[config.mk]
export PLATFORM = sky130hd
export DESIGN_NAME = serial_capture
export DESIGN_NICKNAME = d
export VERILOG_FILES = /design/src/pin_sync.v /design/src/serial_capture.v
export VERILOG_INCLUDE_DIRS = /design/src
export SDC_FILE = /design/constraint.sdc
export NUM_CORES = 1
export LEC_CHECK = 0
export BUFFER_PORTS_ARGS = -buffer_cell sky130_fd_sc_hd__buf_2
export CAP_MARGIN = 20
export CORE_ASPECT_RATIO = 0.7
export CORE_MARGIN = 4
export CORE_UTILIZATION = 57
export CTS_BUF_LIST = sky130_fd_sc_hd__clkbuf_2
export DETAILED_ROUTE_END_ITERATION = 10
export HOLD_SLACK_MARGIN = 0.05
export PLACE_DENSITY = 0.88
export SKIP_CTS_REPAIR_TIMING = 1
export SYNTH_ARGS = -nofsm -noshare
export SYNTH_HDL_FRONTEND = slang
export SYNTH_SLANG_ARGS = --single-unit
[constraint.sdc]
create_clock -name I_REF_CLK -period 2.3 [get_ports I_REF_CLK]
set_clock_uncertainty 0.2 [all_clocks]
set_input_delay 0.115 -clock I_REF_CLK [delete_from_list [all_inputs] [get_ports I_REF_CLK]]
set_output_delay 0.115 -clock I_REF_CLK [all_outputs]
set_load 0.02 [all_outputs]
[src/serial_capture_defs.vh]
// Purpose: shared constants for the external serial symbol data capture block
// Assumes: included by bare name from the capture modules
// Notes:   definitions only
`ifndef SERIAL_CAPTURE_DEFS_VH
`define SERIAL_CAPTURE_DEFS_VH

// reference clock and the fastest permitted link figures
`define REF_CLK_MHZ        40
`define LINK_MAX_CLK_MHZ   50
`define LINK_MAX_RATE_MBPS 50

// depth of the pin synchroniser
`define SYNC_STAGES        2

// lane positions inside the synchronised link bus
`define LANE_DATA          0
`define LANE_BCLK          1
`define LANE_MARK          2
`define LANE_COUNT         3

// operating modes of the boundary input
`define MODE_COMBINED      1'h0
`define MODE_SYMCLK        1'h1

// default symbol length in bits and its counter width
`define SYM_BITS_DEF       8
`define SYM_CNT_W_DEF      3

// level meanings of the serial data pin
`define DATA_HIGH_BIT      1'h1
`define DATA_LOW_BIT       1'h0

`endif

[src/pin_sync.v]
// Purpose: two-stage synchroniser for a bundle of asynchronous pins
// Assumes: each lane is an independent level; no lane relation is kept
// Notes:   first stage is read only by the second stage
`timescale 1ns/100ps
`default_nettype none

module pin_sync #(
    parameter WIDTH = 1
) (
    // clock and reset
    input  wire             i_clk,
    input  wire             i_srst,
    // asynchronous levels in
    input  wire [WIDTH-1:0] i_async,
    // synchronised levels out
    output wire [WIDTH-1:0] o_sync
);

    reg [WIDTH-1:0] meta_q;
    reg [WIDTH-1:0] sync_q;

    always @(posedge i_clk) begin
        if (i_srst) begin
            meta_q <= {WIDTH{1'b0}};
            sync_q <= {WIDTH{1'b0}};
        end else begin
            meta_q <= i_async;
            sync_q <= meta_q;
        end
    end

    assign o_sync = sync_q;

endmodule

`default_nettype wire

[src/serial_capture.v]
// Purpose: capture externally clocked serial modulation data and symbol boundaries
// Assumes: all three link pins are asynchronous to I_REF_CLK; mode input is local logic
// Notes:   link edges are found by oversampling, so the bit clock must stay well below
//          half the reference rate in practice even though the link allows more
//
// Overview of operation
// - sample data and boundary on bit clock fall
// - boundary single pulse or repeated, both accepted
// - symbol-clock mode: sample data on boundary fall
// - high level is bit 1, low is 0
// - capture data at any rate up to limit
// - sampling works at any clock up to limit
// - boundary input selectable: marker or symbol clock
`timescale 1ns/100ps
`default_nettype none
`include "serial_capture_defs.vh"

module serial_capture #(
    parameter SYM_BITS  = `SYM_BITS_DEF,
    parameter SYM_CNT_W = `SYM_CNT_W_DEF
) (
    // clock and reset
    input  wire                 I_REF_CLK,
    input  wire                 I_SRST,
    // configuration
    input  wire                 I_SYMCLK_MODE,
    // external link pins
    input  wire                 I_SER_DATA,
    input  wire                 I_BIT_CLK,
    input  wire                 I_SYM_MARK,
    // captured bit stream
    output reg                  O_BIT_VALID,
    output reg                  O_BIT_DATA,
    output reg                  O_SYM_FIRST,
    output reg  [SYM_CNT_W-1:0] O_BIT_INDEX,
    // assembled symbols
    output reg                  O_SYM_VALID,
    output reg  [SYM_BITS-1:0]  O_SYM_WORD
);

    // keeps the figures visible to anyone sizing the reference clock
    localparam integer REF_MHZ      = `REF_CLK_MHZ;
    localparam integer LINK_MAX_MHZ = `LINK_MAX_CLK_MHZ;
    localparam integer LINK_MAX_MBS = `LINK_MAX_RATE_MBPS;

    localparam [SYM_CNT_W-1:0] CNT_ZERO = {SYM_CNT_W{1'b0}};
    localparam [SYM_CNT_W-1:0] CNT_ONE  = {{(SYM_CNT_W-1){1'b0}}, 1'b1};
    // cut to the counter width on purpose; SYM_CNT_W must cover SYM_BITS-1
    localparam integer         LAST_IDX = SYM_BITS - 1;
    localparam [SYM_CNT_W-1:0] CNT_LAST = LAST_IDX[SYM_CNT_W-1:0];

    // falling edge seen between the previous and current synchronised level
    function fell;
        input prev_lvl;
        input cur_lvl;
        begin
            fell = prev_lvl & ~cur_lvl;
        end
    endfunction

    // all three pins share one synchroniser, but each lane resolves on its own so their relative timing is not kept
    wire [`LANE_COUNT-1:0] link_raw;
    wire [`LANE_COUNT-1:0] link_s;

    assign link_raw[`LANE_DATA] = I_SER_DATA;
    assign link_raw[`LANE_BCLK] = I_BIT_CLK;
    assign link_raw[`LANE_MARK] = I_SYM_MARK;

    pin_sync #(
        .WIDTH (`LANE_COUNT)
    ) u_pin_sync (
        .i_clk   (I_REF_CLK),
        .i_srst  (I_SRST),
        .i_async (link_raw),
        .o_sync  (link_s)
    );

    reg                 bclk_prev_q;
    reg                 mark_prev_q;
    reg                 mode_q;
    reg [SYM_CNT_W-1:0] cnt_q;
    reg [SYM_CNT_W-1:0] cnt_d;
    reg [SYM_BITS-1:0]  word_q;
    reg [SYM_BITS-1:0]  word_d;
    reg                 have_sync_q;
    reg                 have_sync_d;

    wire data_s  = link_s[`LANE_DATA];
    wire bclk_s  = link_s[`LANE_BCLK];
    wire mark_s  = link_s[`LANE_MARK];

    // pin level maps straight onto bit value
    wire data_bit = data_s ? `DATA_HIGH_BIT : `DATA_LOW_BIT;

    wire bclk_fall = fell(bclk_prev_q, bclk_s);
    wire mark_fall = fell(mark_prev_q, mark_s);

    // the active sampling strobe depends on how the boundary input is used
    wire sample_stb = (mode_q == `MODE_SYMCLK) ? mark_fall : bclk_fall;

    // boundary is only meaningful as a marker in combined mode
    wire mark_hit = (mode_q == `MODE_COMBINED) & mark_s;

    always @(posedge I_REF_CLK) begin
        if (I_SRST) begin
            bclk_prev_q <= 1'b0;
            mark_prev_q <= 1'b0;
            mode_q      <= `MODE_COMBINED;
        end else begin
            bclk_prev_q <= bclk_s;
            mark_prev_q <= mark_s;
            mode_q      <= I_SYMCLK_MODE;
        end
    end

    // bit position and symbol assembly
    always @* begin
        cnt_d       = cnt_q;
        word_d      = word_q;
        have_sync_d = have_sync_q;
        if (sample_stb) begin
            if (mode_q == `MODE_SYMCLK) begin
                // each boundary fall is one symbol clock; bits still counted
                word_d = {word_q[SYM_BITS-2:0], data_bit};
                cnt_d  = (cnt_q == CNT_LAST) ? CNT_ZERO : cnt_q + CNT_ONE;
            end else if (mark_hit) begin
                // marker restarts the symbol; new word starts with this bit
                word_d      = {{(SYM_BITS-1){1'b0}}, data_bit};
                cnt_d       = CNT_ZERO;
                have_sync_d = 1'b1;
            end else begin
                // free wrap lets a single marker pulse frame every symbol
                word_d = {word_q[SYM_BITS-2:0], data_bit};
                cnt_d  = (cnt_q == CNT_LAST) ? CNT_ZERO : cnt_q + CNT_ONE;
            end
        end
    end

    always @(posedge I_REF_CLK) begin
        if (I_SRST) begin
            cnt_q       <= CNT_ZERO;
            word_q      <= {SYM_BITS{1'b0}};
            have_sync_q <= 1'b0;
        end else begin
            cnt_q       <= cnt_d;
            word_q      <= word_d;
            have_sync_q <= mode_q == `MODE_SYMCLK ? 1'b1 : have_sync_d;
        end
    end

    // output stage: every output is a flip-flop
    always @(posedge I_REF_CLK) begin
        if (I_SRST) begin
            O_BIT_VALID <= 1'b0;
            O_BIT_DATA  <= 1'b0;
            O_SYM_FIRST <= 1'b0;
            O_BIT_INDEX <= CNT_ZERO;
            O_SYM_VALID <= 1'b0;
            O_SYM_WORD  <= {SYM_BITS{1'b0}};
        end else begin
            O_BIT_VALID <= sample_stb;
            O_SYM_VALID <= 1'b0;
            if (sample_stb) begin
                O_BIT_DATA  <= data_bit;
                O_SYM_FIRST <= (cnt_d == CNT_ZERO);
                O_BIT_INDEX <= cnt_d;
                // a symbol is only reported once framing is known
                if ((cnt_d == CNT_LAST) && have_sync_d) begin
                    O_SYM_VALID <= 1'b1;
                    O_SYM_WORD  <= word_d;
                end
            end
        end
    end

endmodule

`default_nettype wire

# Yosys cells after proc, flatten, opt, wreduce, memory -nomap -nowiden

Index checks and enable logic that the tools add are counted.

Logic and storage cells: 42
Flip-flop bits (word level): 36
Output and inout bits: 15
Bits of input ports: 6

Bitwise operators: 7
Add/sub/neg operators: 1
Eq/ne operators: 2
Reductions and logical operators: 4
Muxes and demuxes: 14

Operators with widths:

| kind                | count |
|---|---|
| $mux 8              | 3 |
| $mux 3              | 4 |
| $mux 1              | 7 |
| $eq 3x3->1 const B  | 2 |
| $not 1->1           | 4 |
| $add 3x1->3 const B | 1 |
| $and 1x1->1         | 3 |
| $logic_not 3->1     | 1 |
| $reduce_and 2->1    | 1 |
| $reduce_or 2->1     | 1 |
| $logic_and 1x1->1   | 1 |

# Depth between registers and ports, before layout

Gate-level depths: netlist (run 1).

Depth after elaboration: 8
Depth in mapped cells: 6
Gate-level depth less buffers: 5

# Cells and area by module

A second synthesis (run 1) with hierarchy kept.

Cells, all modules: 140
Area, all modules: 1511.4 µm²

By module, submodules not included:

| module         | times used | cells each | sequential area each (µm²) | area an instance (µm²) |
|---|---|---|---|---|
| serial_capture | 1          | 128        | 580.6                      | 1353.8 |
| pin_sync       | 1          | 12         | 120.1                      | 157.7 |

# Worst setup path before layout (run 1)

Ideal clock, no wire load.

Path kind: register -> register
From: reg cnt_q[0]
To: reg O_SYM_WORD[0]
Stages on the path, launching flop included: 7
Arrival: 1337 ps
Library setup time: 119 ps
Slack: 644 ps
Period minus slack after synthesis: 1656 ps
Data required time: 1981 ps
Buffers on the path: 1
Path through: dfxtp_1 ha_1 ha_1 and3_1 and3_1 buf_6 mux2i_1

Cells in the longest elaborated chain, start to end: 8
Elaborated cells on any way between the ends: 9
Those cells by class: 1 x add/sub; 2 x eq/ne; 4 x mux; 2 x reduce/logical

RTL lines:

| what                                      | RTL line                                   | text |
|---|---|---|
| start: declaration                        | serial_capture.v:81                        | `reg [SYM_CNT_W-1:0] cnt_q;` |
| start signal: assignment                  | serial_capture.v:145                       | `cnt_q <= cnt_d;` |
| $add 3x1->3 or $eq 3x3->1 (tied branches) | serial_capture.v:125, serial_capture.v:134 |  |
| $mux 3                                    | serial_capture.v:125, serial_capture.v:134 |  |
| $mux 3                                    | serial_capture.v:126                       | `end else if (mark_hit) begin` |
| $mux 3                                    | serial_capture.v:122                       | `` if (mode_q == `MODE_SYMCLK) begin `` |
| $mux 3 *                                  | serial_capture.v:121                       | `if (sample_stb) begin` |
| $eq 3x3->1 *                              | serial_capture.v:168                       | `if ((cnt_d == CNT_LAST) && have_sync_d) begin` |
| $logic_and 1x1->1 *                       | serial_capture.v:168                       |  |
| $reduce_and 2->1 (no line) *              | --                                         |  |
| end signal: assignment                    | serial_capture.v:159                       | `O_SYM_WORD <= {SYM_BITS{1'b0}};` |
| end signal: assignment                    | serial_capture.v:170                       | `O_SYM_WORD <= word_d;` |
| end: declaration                          | serial_capture.v:38                        | `output reg [SYM_BITS-1:0] O_SYM_WORD` |

Every way passes the cells marked *; elsewhere a longest branch is shown, timed or not.
A chain may end at the register's enable or synchronous reset.

# Final worst setup path (run 1)

From: reg cnt_q[0]
To: reg O_SYM_WORD[5]

The elaborated chain is that of the path after synthesis.

==> results.txt, run 1 <==
* Outcome: completed
- Adding up every negative setup slack in the final design gives 0 ps.
* Critical path fanouts, max: 8
- Worst Path Arrival: 2080 ps
- Summing all non-filler instances in the final layout gives an area of about 1500 um^2.
* Io pins: 21
- Worst VDD drop: between 300 and 400 uV
* WL per Instance: between 10 and 15 um
- Initial antenna violation count: 0
* Aggregate global routing overflow: 0
* Via/cell ratio: ~5.1
* Combinational Power Share: around 5.3%
- In this run the cell area of the synthesized design comes to between 1000 and 1500 um^2.
- After the first detailed-routing iteration, the DRC count stood at 46.
- Antenna diode count: 0
* Clock root buffer master: clkbuf_2
- The routed layout has between 900 and 1000 vias.
* Clock sink total: 35
- Number of buffers between clock root and the deepest sink: 2
- Chip width: between 60 and 70 um
* Port bufs: 20
- STA classifies the critical path endpoint as a register.
- Power share of the sequential group: 66.5%
- Path class of the lowest-slack min-delay path: reg -> reg
- Entering global routing, the biggest net connects 44 pins.
* Clk network pwr share: between 20 and 30%
* HPWL Detailed: 1600 um
* Number of buffers added by the clock tree synthesis step: 5
- Count of TritonRoute iterations in the first routing pass: 4
- H-tree lvl count: 2
* Unrepaired setup endpoints after global routing: no
- Layout cell share with drive strength beyond 1: roughly 18%
* Min Hold Slack: ~240 ps
- Synthesis instantiated 24 different standard cells from the library.
* Mean area per synthesized cell: ~9.7 um^2
* Area growth, synth to finish: 14.7%
- The later pin in the worst-skew pair is clocked with a latency of 380 ps.
- In this run the static leakage power is 0.579 nW.
- The total count of hold-check failures in the final report is 0.
- Global routing used between 10% and 20% of the available tracks.
- Across the run, the number of max-cap violations was 0.
* Clock tree from TritonCTS: done
- Wire length of the first global-routing pass: ~3800 um
- The via count of the first global-routing pass is slightly below 900.
* Worst r2r src: cnt_q[0]
- Final period utilization: between 80% and 90%
* Critical path class: reg -> reg
- At the end of routability-driven placement, the weighted congestion stood at just over 0.8.
- Std-Cell Rows: 14
- Switching share of power: 24.0%
* Worst slew pin tran: a little under 700 ps
- After technology mapping, the gate count stands at about 130.
- For the worst setup path, the data required time is approximately 2400 ps.
- The worst hold path begins at u_pin_sync.meta_q[0].
- After synthesis, flip-flops and latches occupy a little over half of the total area.
* Synthesized net count: approximately 140
- Internal power of the cells: approximately 0.7 mW
- #FFs+latches synth: 35
- Pwr Density: between 600 and 700 nW/um^2
- Top achievable clock speed: 0.507 GHz
* NumNets Final: ~170
- After clock tree synthesis, the clock-pin slew on the worst setup and hold paths is 170 ps.
- In this run the power spent charging and discharging nets is approximately 0.23 mW.
- Y dimension of the die: between 40 and 50 um
* Antenna violation net count after detailed routing: 0
- Initial cell density of the core: approximately three fifths
- During synthesis, Yosys emitted a total of 0 warnings.
- The core region is between 2000 and 2500 um^2.
* Min Tclk post-route: about 2000 ps
- The worst setup path is launched from a register.
- Beginning of the critical path: cnt_q[0]
- Wire length after detailed routing: about 2400 um
* Area enclosed by the die boundary: just over 3000 um^2
- Setup violations remaining at the end of the flow were counted as 0.
* Total DRC errors in the routed layout: 0
* Worst-case headroom to the max-slew limit: between 50% and 60%
* Number of slew-limit violations in the final report: 0
* Placement-stage cell area: approximately 1400 um^2
[per-layer routing]
layer | vias up | track usage, % | part of all wire, %
met5 | - | 0 | 0
met4 | 0 | 13.9 | 2.9
met3 | 9 | 4.93 | 3.9
met2 | 19 | 29.5 | 47
met1 | 440 | 18.3 | 46
li1 | 499 | - | -
[sequential cells by signal, summed over array words and instances, names as in the netlist]
register,count
O_SYM_WORD,8
word_q,7
O_BIT_INDEX,3
cnt_q,3
u_pin_sync.meta_q,3
u_pin_sync.o_sync,3
O_BIT_DATA,1
O_BIT_VALID,1
O_SYM_FIRST,1
O_SYM_VALID,1
bclk_prev_q,1
have_sync_q,1
mark_prev_q,1
mode_q,1
[cell usage after synthesis, drive strengths merged]
cell / count / share of area [%]
a21oi: 14 / 6.3
a22oi: 2 / 1.2
a41oi: 1 / 0.68
and3: 2 / 0.97
buf: 3 / 1.8
clkbuf: 4 / 1.2
dfxtp: 35 / 54
ha: 2 / 1.9
inv: 2 / 0.58
mux2i: 8 / 6.2
nand2: 16 / 4.7
nand2b: 16 / 7.8
nand3: 7 / 2.7
nor2: 6 / 1.7
nor2b: 8 / 3.9
nor3: 2 / 0.78
o21a: 1 / 0.58
o21ai: 1 / 0.39
o311a: 1 / 0.78
or3b: 1 / 0.87
or4: 1 / 0.58
[cell usage in the layout, fill, tap and decap left out, drive strengths merged]
master and n:
nor2 6, o21a 1, dfxtp 35, a41oi 1, o311a 1, nor3 2, clkbuf 6, or3b 1
inv 2, buf 20, a22oi 2, dlygate4sd3 5, a21oi 14, o21ai 1, or4 1, nand3 7
nor2b 8, nand2 16, nand2b 16, and3 2, ha 2, mux2i 8, clkinv 2
[worst max-delay path, cell delays in order (launching register included)]
cell and delay, ps:
dfxtp_1 370, ha_1 210, ha_1 310, and3_1 140, and3_1 450, mux2i_1 240
[cell families (layout without fill, tap and decap cells)]
kind of cell	Yosys count	in the layout	synth area share, %
mux	8	8	6.21
flops	35	35	54.4
buf+inv	9	35	3.59
simple gates	59	59	24.0
fa+ha+maj	2	2	1.94
compound gates	20	20	9.90
[metrics by stage]
stage	power [mW]	worst slack (ps)	std cells	util, %
3_5_place_dp	0.679	323	178	64.5
2_1_floorplan	0.667	644	133	-
5_1_grt	0.977	179	191	68.6
4_1_cts	0.938	306	186	66.3
6_report	0.938	327	191	68.6
3_3_place_gp	0.677	438	178	64.5
[final cells by class]
| class | count | area [um^2] |
|---|---|---|
| well taps | 32 | 40.0 |
| inverters | 2 | 7.51 |
| flip-flops and latches | 35 | 701 |
| repair buffers | 25 | 150 |
| multi-input cells | 89 | 542 |
| clock inverters | 2 | 7.51 |
| clock buffers | 6 | 30.0 |
| fillers | 189 | 677 |
[power groups by stage]
| stage | Clock [mW] | Sequential (mW) | Combinational (mW) |
|---|---|---|---|
| after floorplan | 0 | 0.637 | 0.0305 |
| after global routing | 0.297 | 0.625 | 0.0553 |
| final | 0.265 | 0.624 | 0.0496 |
| after CTS | 0.271 | 0.624 | 0.0428 |
| after global placement | 0 | 0.636 | 0.0413 |
| after detailed placement | 0 | 0.636 | 0.0429 |
[path summary, 6_finish.rpt]
| check | endpoint | slack (ps) | cells past startpoint |
|---|---|---|---|
| min | u_pin_sync.o_sync[0] | 240 | 1 |
| max | O_SYM_WORD[5] | 330 | 5 |
| max reg2reg | O_SYM_WORD[5] | 330 | 5 |
| min reg2reg | u_pin_sync.o_sync[0] | 240 | 1 |
Power figures use the tool's default switching activity.
==> run 2: changes to the inputs <==
--- a/config.mk
+++ b/config.mk
@@ -15,6 +15,7 @@
 export DETAILED_ROUTE_END_ITERATION = 10
 export HOLD_SLACK_MARGIN = 0.05
 export PLACE_DENSITY = 0.88
+export RECOVER_POWER = 50
 export SKIP_CTS_REPAIR_TIMING = 1
 export SYNTH_ARGS = -nofsm -noshare
 export SYNTH_HDL_FRONTEND = slang
==> run 2 against run 1 <==
Net effect:
- maximum frequency down 0.67%
- count of clock-buffer cells in the layout unchanged
- largest cell class unchanged
- clock power about the same
- global-route usage unchanged
- flip-flop and latch count unchanged
- setup slack worse by 13 ps
- hold slack about the same
- register-to-register slack about the same
- critical path depth unchanged
==> results.txt, run 2 (same netlist as run 1, synthesis figures left out) <==
* Max reg flops: 8 (unchanged)
* H-tree lvl count: 2 (unchanged)
* WL per Instance: 12.4 um (about the same)
- The max capacitance violation total was 0 (unchanged).
* Number of slew-limit violations in the final report: 0 (unchanged)
* Antenna diode count: 0 (unchanged)
- The power per standard cell area was 644 nW/um^2 (was 635 nW/um^2).
* Finished Cell Area: 1460 um^2 (was 1480 um^2)
- Switching share of power: 24.0% (about the same)
- The power share of the clock group was 28.3% (about the same).
- Placement-stage cell area: 1390 um^2 (unchanged)
- Aggregate global routing overflow: 0 (unchanged)
- The global-route wire length before repair came to 3760 um (unchanged).
- Total negative slack for setup checks: 0 ps (unchanged)
- Wire length after detailed routing: 2380 um (was 2370 um)
- Clock transition at the registers of the reported paths: 170 ps (about the same)
* Worst-skew pair later-pin latency: 380 ps (about the same)
* Io pins: 21 (unchanged)
* Final GP Congestion: 0.812 (unchanged)
* Final period utilization: 86.4% (was 85.8%)
- The measured slew at the worst slew-check pin came to 1470 ps (was 680 ps).
- Total DRC errors in the routed layout: 0 (unchanged)
- Wire length the detailed router placed on met1: 1050 um (was 1100 um)
- The total half-perimeter wirelength after legalization and detailed placement is 1600 um (unchanged).
- The CTS tree is done (unchanged).
- Unrepaired setup endpoints after global routing: no (unchanged)
* Total number of vias: 960 (was 967)
- Hold violation total from the final report: 0 (unchanged)
* Clock sink total: 35 (unchanged)
- The startpoint-to-endpoint class of the critical path was reg -> reg (unchanged).
- The highest routing layer actually used was met4 (unchanged).
- The class of the worst hold path was reg -> reg (unchanged).
- The worst slack at placement was 323 ps (unchanged).
- The startpoint kind of the worst setup timing path is a register (unchanged).
- The clock root buffer is clkbuf_2 (unchanged).
- Via count of the first global-routing pass: 878 (unchanged)
- The total internal power is 0.713 mW (about the same).
- The final cell utilization of the core is 67.7% (was 68.6%).
- Outcome: completed (unchanged)
- Y dimension of the die: 47.8 um (unchanged)
- The area inside the core boundary was 2150 um^2 (unchanged).
- The share of layout cells above drive strength 1 is 7.55% (was 17.6%).
- The clock period minus worst slack came to 1990 ps (was 1970 ps).
* Pin count of the biggest net entering global routing: 44 (unchanged)
* NumNets Final: 166 (unchanged)
- The number of antenna-violating nets in the routed design was 0 (unchanged).
* Initial antenna violation count: 0 (unchanged)
- Chip width: 64.8 um (unchanged)
- The largest buffer count on any clock path was 2 (unchanged).
* Top achievable clock speed: 0.504 GHz (was 0.507 GHz)
* Initial cell density of the core: 59.8% (unchanged)
- The per-cell via count in the routed design was 5.03 (was 5.06).
- The critical path endpoint category was a register (unchanged).
- Register containing the most flip-flops in the final layout: O_SYM_WORD (unchanged)
* Switching power total: 0.225 mW (about the same)
- Amount of wire on met2 after detailed routing: 1140 um (was 1110 um)
* Count of TritonRoute iterations in the first routing pass: 4 (unchanged)
* Worst Path Arrival: 2090 ps (was 2080 ps)
- Critical path fanouts, max: 8 (unchanged)
- Final setup violation count: 0 (unchanged)
- The most frequent standard cell in the layout excluding fill and tap cells was dfxtp_1 (unchanged).
* Worst VDD drop: 386 uV (was 388 uV)
- Met3 wire len: 115 um (was 93 um)
- The required time at the worst-slack endpoint was 2410 ps (about the same).
- Regs by FF count: O_SYM_WORD: 8 flops, word_q: 7 flops (unchanged).
- Iteration-0 DRC Markers: 43 (was 46)
- Highest-count cells in the layout ignoring fill and taps: dfxtp_1 (35), nand2_1 (16), nand2b_1 (16), clkbuf_1 (16), a21oi_1 (13) (was dfxtp_1 (35), buf_2 (20), nand2_1 (16), nand2b_1 (16), a21oi_1 (13)).
* Final Worst Setup Slack: 314 ps (was 327 ps)
* Reported leakage power: 0.511 nW (was 0.579 nW)
* Std-Cell Rows: 14 (unchanged)
- Power share of the sequential group: 66.5% (about the same)
- The relative max-transition margin came to 2.07% (was 54.4%).
- The area of the die came to 3100 um^2 (unchanged).
- Number of buffers added by the clock tree synthesis step: 5 (unchanged)
- The proportion of power drawn by combinational gates is 5.2% (was 5.3%).
- Port bufs: 20 (unchanged)
* Area growth, synth to finish: 13.1% (was 14.7%)
* GRT Total Usage: 17.0% (unchanged)
run 2: layer usage:
| layer | global-route usage, % | vias up |
|---|---|---|
| met5 | 0 | - |
| met4 | 13.9 | 0 |
| met3 | 4.93 | 9 |
| met2 | 29.5 | 19 |
| met1 | 18.3 | 436 |
| li1 | - | 496 |
run 2: final timing paths:
kind	start	end	slack (ps)	cells past startpoint
min reg2reg	u_pin_sync.meta_q[0]	u_pin_sync.o_sync[0]	240	1
min	u_pin_sync.meta_q[0]	u_pin_sync.o_sync[0]	240	1
max	cnt_q[0]	O_SYM_WORD[5]	310	5
max reg2reg	cnt_q[0]	O_SYM_WORD[5]	310	5
run 2: area by class of cell:
| class | instances | area [um^2] |
|---|---|---|
| multi-input cells | 89 | 542 |
| fillers | 196 | 697 |
| clock buffers | 6 | 30.0 |
| inverters | 2 | 7.51 |
| clock inverters | 2 | 7.51 |
| flip-flops and latches | 35 | 701 |
| well taps | 32 | 40.0 |
| repair buffers | 25 | 130 |
run 2: through the flow:
stage / total power, mW / cells / hold WS [ps]
3_5_place_dp: 0.679 / 178 / 132
6_report: 0.938 / 191 / 239
3_3_place_gp: 0.677 / 178 / 123
4_1_cts: 0.938 / 186 / -273
2_1_floorplan: 0.667 / 133 / 43.2
5_1_grt: 0.977 / 191 / 253
run 2: critical path, cell delays in order (launching register included):
cell and delay [ps]:
dfxtp_1 370, ha_1 210, ha_1 310, and3_1 140
and3_1 450, mux2i_1 240
run 2: power by group through the flow:
| stage | Combinational [mW] | Clock [mW] | Sequential (mW) |
|---|---|---|---|
| after floorplan | 0.0305 | 0 | 0.637 |
| after global placement | 0.0413 | 0 | 0.636 |
| after detailed placement | 0.0429 | 0 | 0.636 |
| after CTS | 0.0428 | 0.271 | 0.624 |
| after global routing | 0.0548 | 0.297 | 0.625 |
| final | 0.0489 | 0.266 | 0.624 |
==> run 3: changes to the inputs <==
--- a/config.mk
+++ b/config.mk
@@ -14,7 +14,7 @@
 export CTS_BUF_LIST = sky130_fd_sc_hd__clkbuf_2
 export DETAILED_ROUTE_END_ITERATION = 10
 export HOLD_SLACK_MARGIN = 0.05
-export PLACE_DENSITY = 0.88
+export PLACE_DENSITY = 0.79
 export RECOVER_POWER = 50
 export SKIP_CTS_REPAIR_TIMING = 1
 export SYNTH_ARGS = -nofsm -noshare
==> run 3 against run 2 <==
Net effect:
- cell area up 1.5%
- die area unchanged
- count of clock-buffer cells in the layout up 1
- setup slack better by 9.2 ps
- maximum frequency up 0.47%
- wire length down 2.4%
- register-to-register slack about the same
- critical path type unchanged
- largest power group unchanged
==> results.txt, run 3 (same netlist as run 1, synthesis figures left out) <==
- The relative max-transition margin is 54.5% (was 2.07%).
- The maximum achievable frequency is 0.506 GHz (was 0.504 GHz).
- The effective utilization at floorplan is 59.8% (unchanged).
* Initial antenna violation count: 0 (unchanged)
- Register containing the most flip-flops in the final layout: O_SYM_WORD (unchanged)
- Final GP Congestion: 0.735 (was 0.812)
* Number of buffers added by the clock tree synthesis step: 5 (unchanged)
- Fraction of met1 tracks used by global routing: 19.7% (was 18.3%)
* Area enclosed by the die boundary: 3100 um^2 (unchanged)
* R2r endpoint: O_SYM_WORD[5] (unchanged)
- Clock transition at the registers of the reported paths: 170 ps (about the same)
- The required time at the worst-slack endpoint was 2410 ps (about the same).
* Clock sink total: 35 (unchanged)
- The startpoint-to-endpoint class of the critical path is reg -> reg (unchanged).
- Regs by FF count: O_SYM_WORD: 8 flops, word_q: 7 flops (unchanged).
- Clock tree from TritonCTS: done (unchanged)
* Worst VDD drop: 398 uV (was 386 uV)
- Commonest non-fill, non-tap cell in the layout: dfxtp_1 (unchanged)
- The largest fanout of any net on the critical path is 8 (unchanged).
- The detailed-route via count was 967 (was 960).
- The CTS H-tree depth is 2 (unchanged).
* Flip-flop and latch area: 701 um^2 (unchanged)
- Via count of the first global-routing pass: 843 (was 878)
- The relative area change from synthesis to final layout came to 14.8% (was 13.1%).
- Iteration-0 DRC Markers: 59 (was 43)
* Worst Path Arrival: 2090 ps (about the same)
- Top Usage Layer GRT: met2 (unchanged)
* Antenna diode count: 0 (unchanged)
- The number of flip-flops in the largest register is 8 (unchanged).
* Fill cell count: 187 (was 196)
* Count of TritonRoute iterations in the first routing pass: 5 (was 4)
- Total of max-cap violations: 0 (unchanged)
- The number of cell rows came to 14 (unchanged).
- Outcome: completed (unchanged)
- The cell area after placement was 1390 um^2 (unchanged).
* Logic depth of the worst register-to-register path: 5 (unchanged)
- Clock root buffer master: clkbuf_2 (unchanged)
* Aggregate global routing overflow: 0 (unchanged)
- Number of slew-limit violations in the final report: 0 (unchanged)
* Area occupied by multi-input gates: 539 um^2 (was 542 um^2)
- The flop-to-flop setup slack came to 320 ps (was 310 ps).
* Wire length of the first global-routing pass: 3640 um (was 3760 um)
- The measured slew at the worst slew-check pin is 678 ps (was 1470 ps).
* Hold depth: 1 (unchanged)
* Worst-skew pair later-pin latency: 380 ps (about the same)
- GRT Total Usage: 16.6% (was 17.0%)
- The number of I/O port buffers was 20 (unchanged).
- Reported leakage power: 0.527 nW (was 0.511 nW)
* Unrepaired setup endpoints after global routing: no (unchanged)
- The class of the worst hold path was reg -> reg (unchanged).
- WL per Instance: 12.0 um (was 12.4 um)
* Min Tclk post-route: 1980 ps (was 1990 ps)
- Io pins: 21 (unchanged)
- Pwr Density: 647 nW/um^2 (was 644 nW/um^2)
* Global-route track usage on met3: 5.63% (was 4.93%)
- Final period utilization: 85.9% (was 86.4%)
- The largest net degree at the start of global routing was 44 (unchanged).
- Min-Delay Startpoint: u_pin_sync.meta_q[1] (was u_pin_sync.meta_q[0])
- The critical path endpoint category is a register (unchanged).
- Critical path launch point type: register (unchanged)
- The met2 usage in global routing came to 25.2% (was 29.5%).
* Core area: 2150 um^2 (unchanged)
- Layout cell share with drive strength beyond 1: 8.70% (was 7.55%)
* Total negative slack for setup checks: 0 ps (unchanged)
- Finished Cell Area: 1480 um^2 (was 1460 um^2)
- The number of failing setup endpoints in the final timing report was 0 (unchanged).
* Highest-count cells in the layout ignoring fill and taps: dfxtp_1 (35), nand2_1 (16), nand2b_1 (16), clkbuf_1 (15), a21oi_1 (13) (was dfxtp_1 (35), nand2_1 (16), nand2b_1 (16), clkbuf_1 (16), a21oi_1 (13))
- The largest buffer count on any clock path came to 2 (unchanged).
* Antenna violation net count after detailed routing: 0 (unchanged)
* Total DRC errors in the routed layout: 0 (unchanged)
- Worst r2r src: cnt_q[0] (unchanged)
- Wire length after detailed routing: 2320 um (was 2380 um)
* Y dimension of the die: 47.8 um (unchanged)
- Hold violation total from the final report: 0 (unchanged)
- NumNets Final: 168 (was 166)
- The total half-perimeter wirelength after legalization and detailed placement was 1520 um (was 1600 um).
- Chip width: 64.8 um (unchanged)
* Via/cell ratio: 5.01 (was 5.03)
- End of the worst hold path: u_pin_sync.o_sync[1] (was u_pin_sync.o_sync[0])
[run 3: routing by layer]
layer	share of wire (%)	up-vias
met5	0	-
met2	43	17
li1	-	501
met4	3.1	0
met1	49	442
met3	4.6	7
[run 3: how the worst max path moves through the flow]
stage	startpoint	to	depth (start not counted)
after global placement	cnt_q[0]	O_SYM_WORD[5]	5
after detailed placement	cnt_q[0]	O_SYM_WORD[2]	5
after CTS	cnt_q[0]	O_SYM_WORD[0]	5
final	cnt_q[0]	O_SYM_WORD[5]	5
after global routing	cnt_q[0]	O_SYM_WORD[0]	5
after floorplan	cnt_q[0]	O_SYM_WORD[0]	6
[run 3: cell type report]
type	count	area share (%)
clock inverters	1	0.338
multi-input cells	89	36.5
flip-flops and latches	35	47.4
inverters	2	0.508
clock buffers	7	2.37
repair buffers	27	10.2
well taps	32	2.71
[run 3: critical path, stage by stage (launching register included)]
cell     delay (ps)
dfxtp_1         370
ha_1            200
ha_1            300
and3_1          150
and3_1          440
mux2i_1         240
[run 3: per-stage QoR]
stage               setup slack (ps)  hold slack [ps]  power (mW)  std cells  utilization (%)
finish                           323              261       0.957        193             68.6
global route                     207              271        1.00        193             68.6
CTS                              315             -292       0.955        186             66.4
detailed placement               361              130       0.679        178             64.5
global placement                 433              122       0.678        178             64.5
floorplan                        644             43.2       0.667        133                -
[run 3: power breakdown]
group	leakage (nW)	total (mW)	internal [mW]	switching, mW
registers	0.284	0.623	0.618	0.00578
logic	0.210	0.0512	0.0243	0.0270
clock network	0.0330	0.283	0.0830	0.200
total	0.527	0.957	0.725	0.232
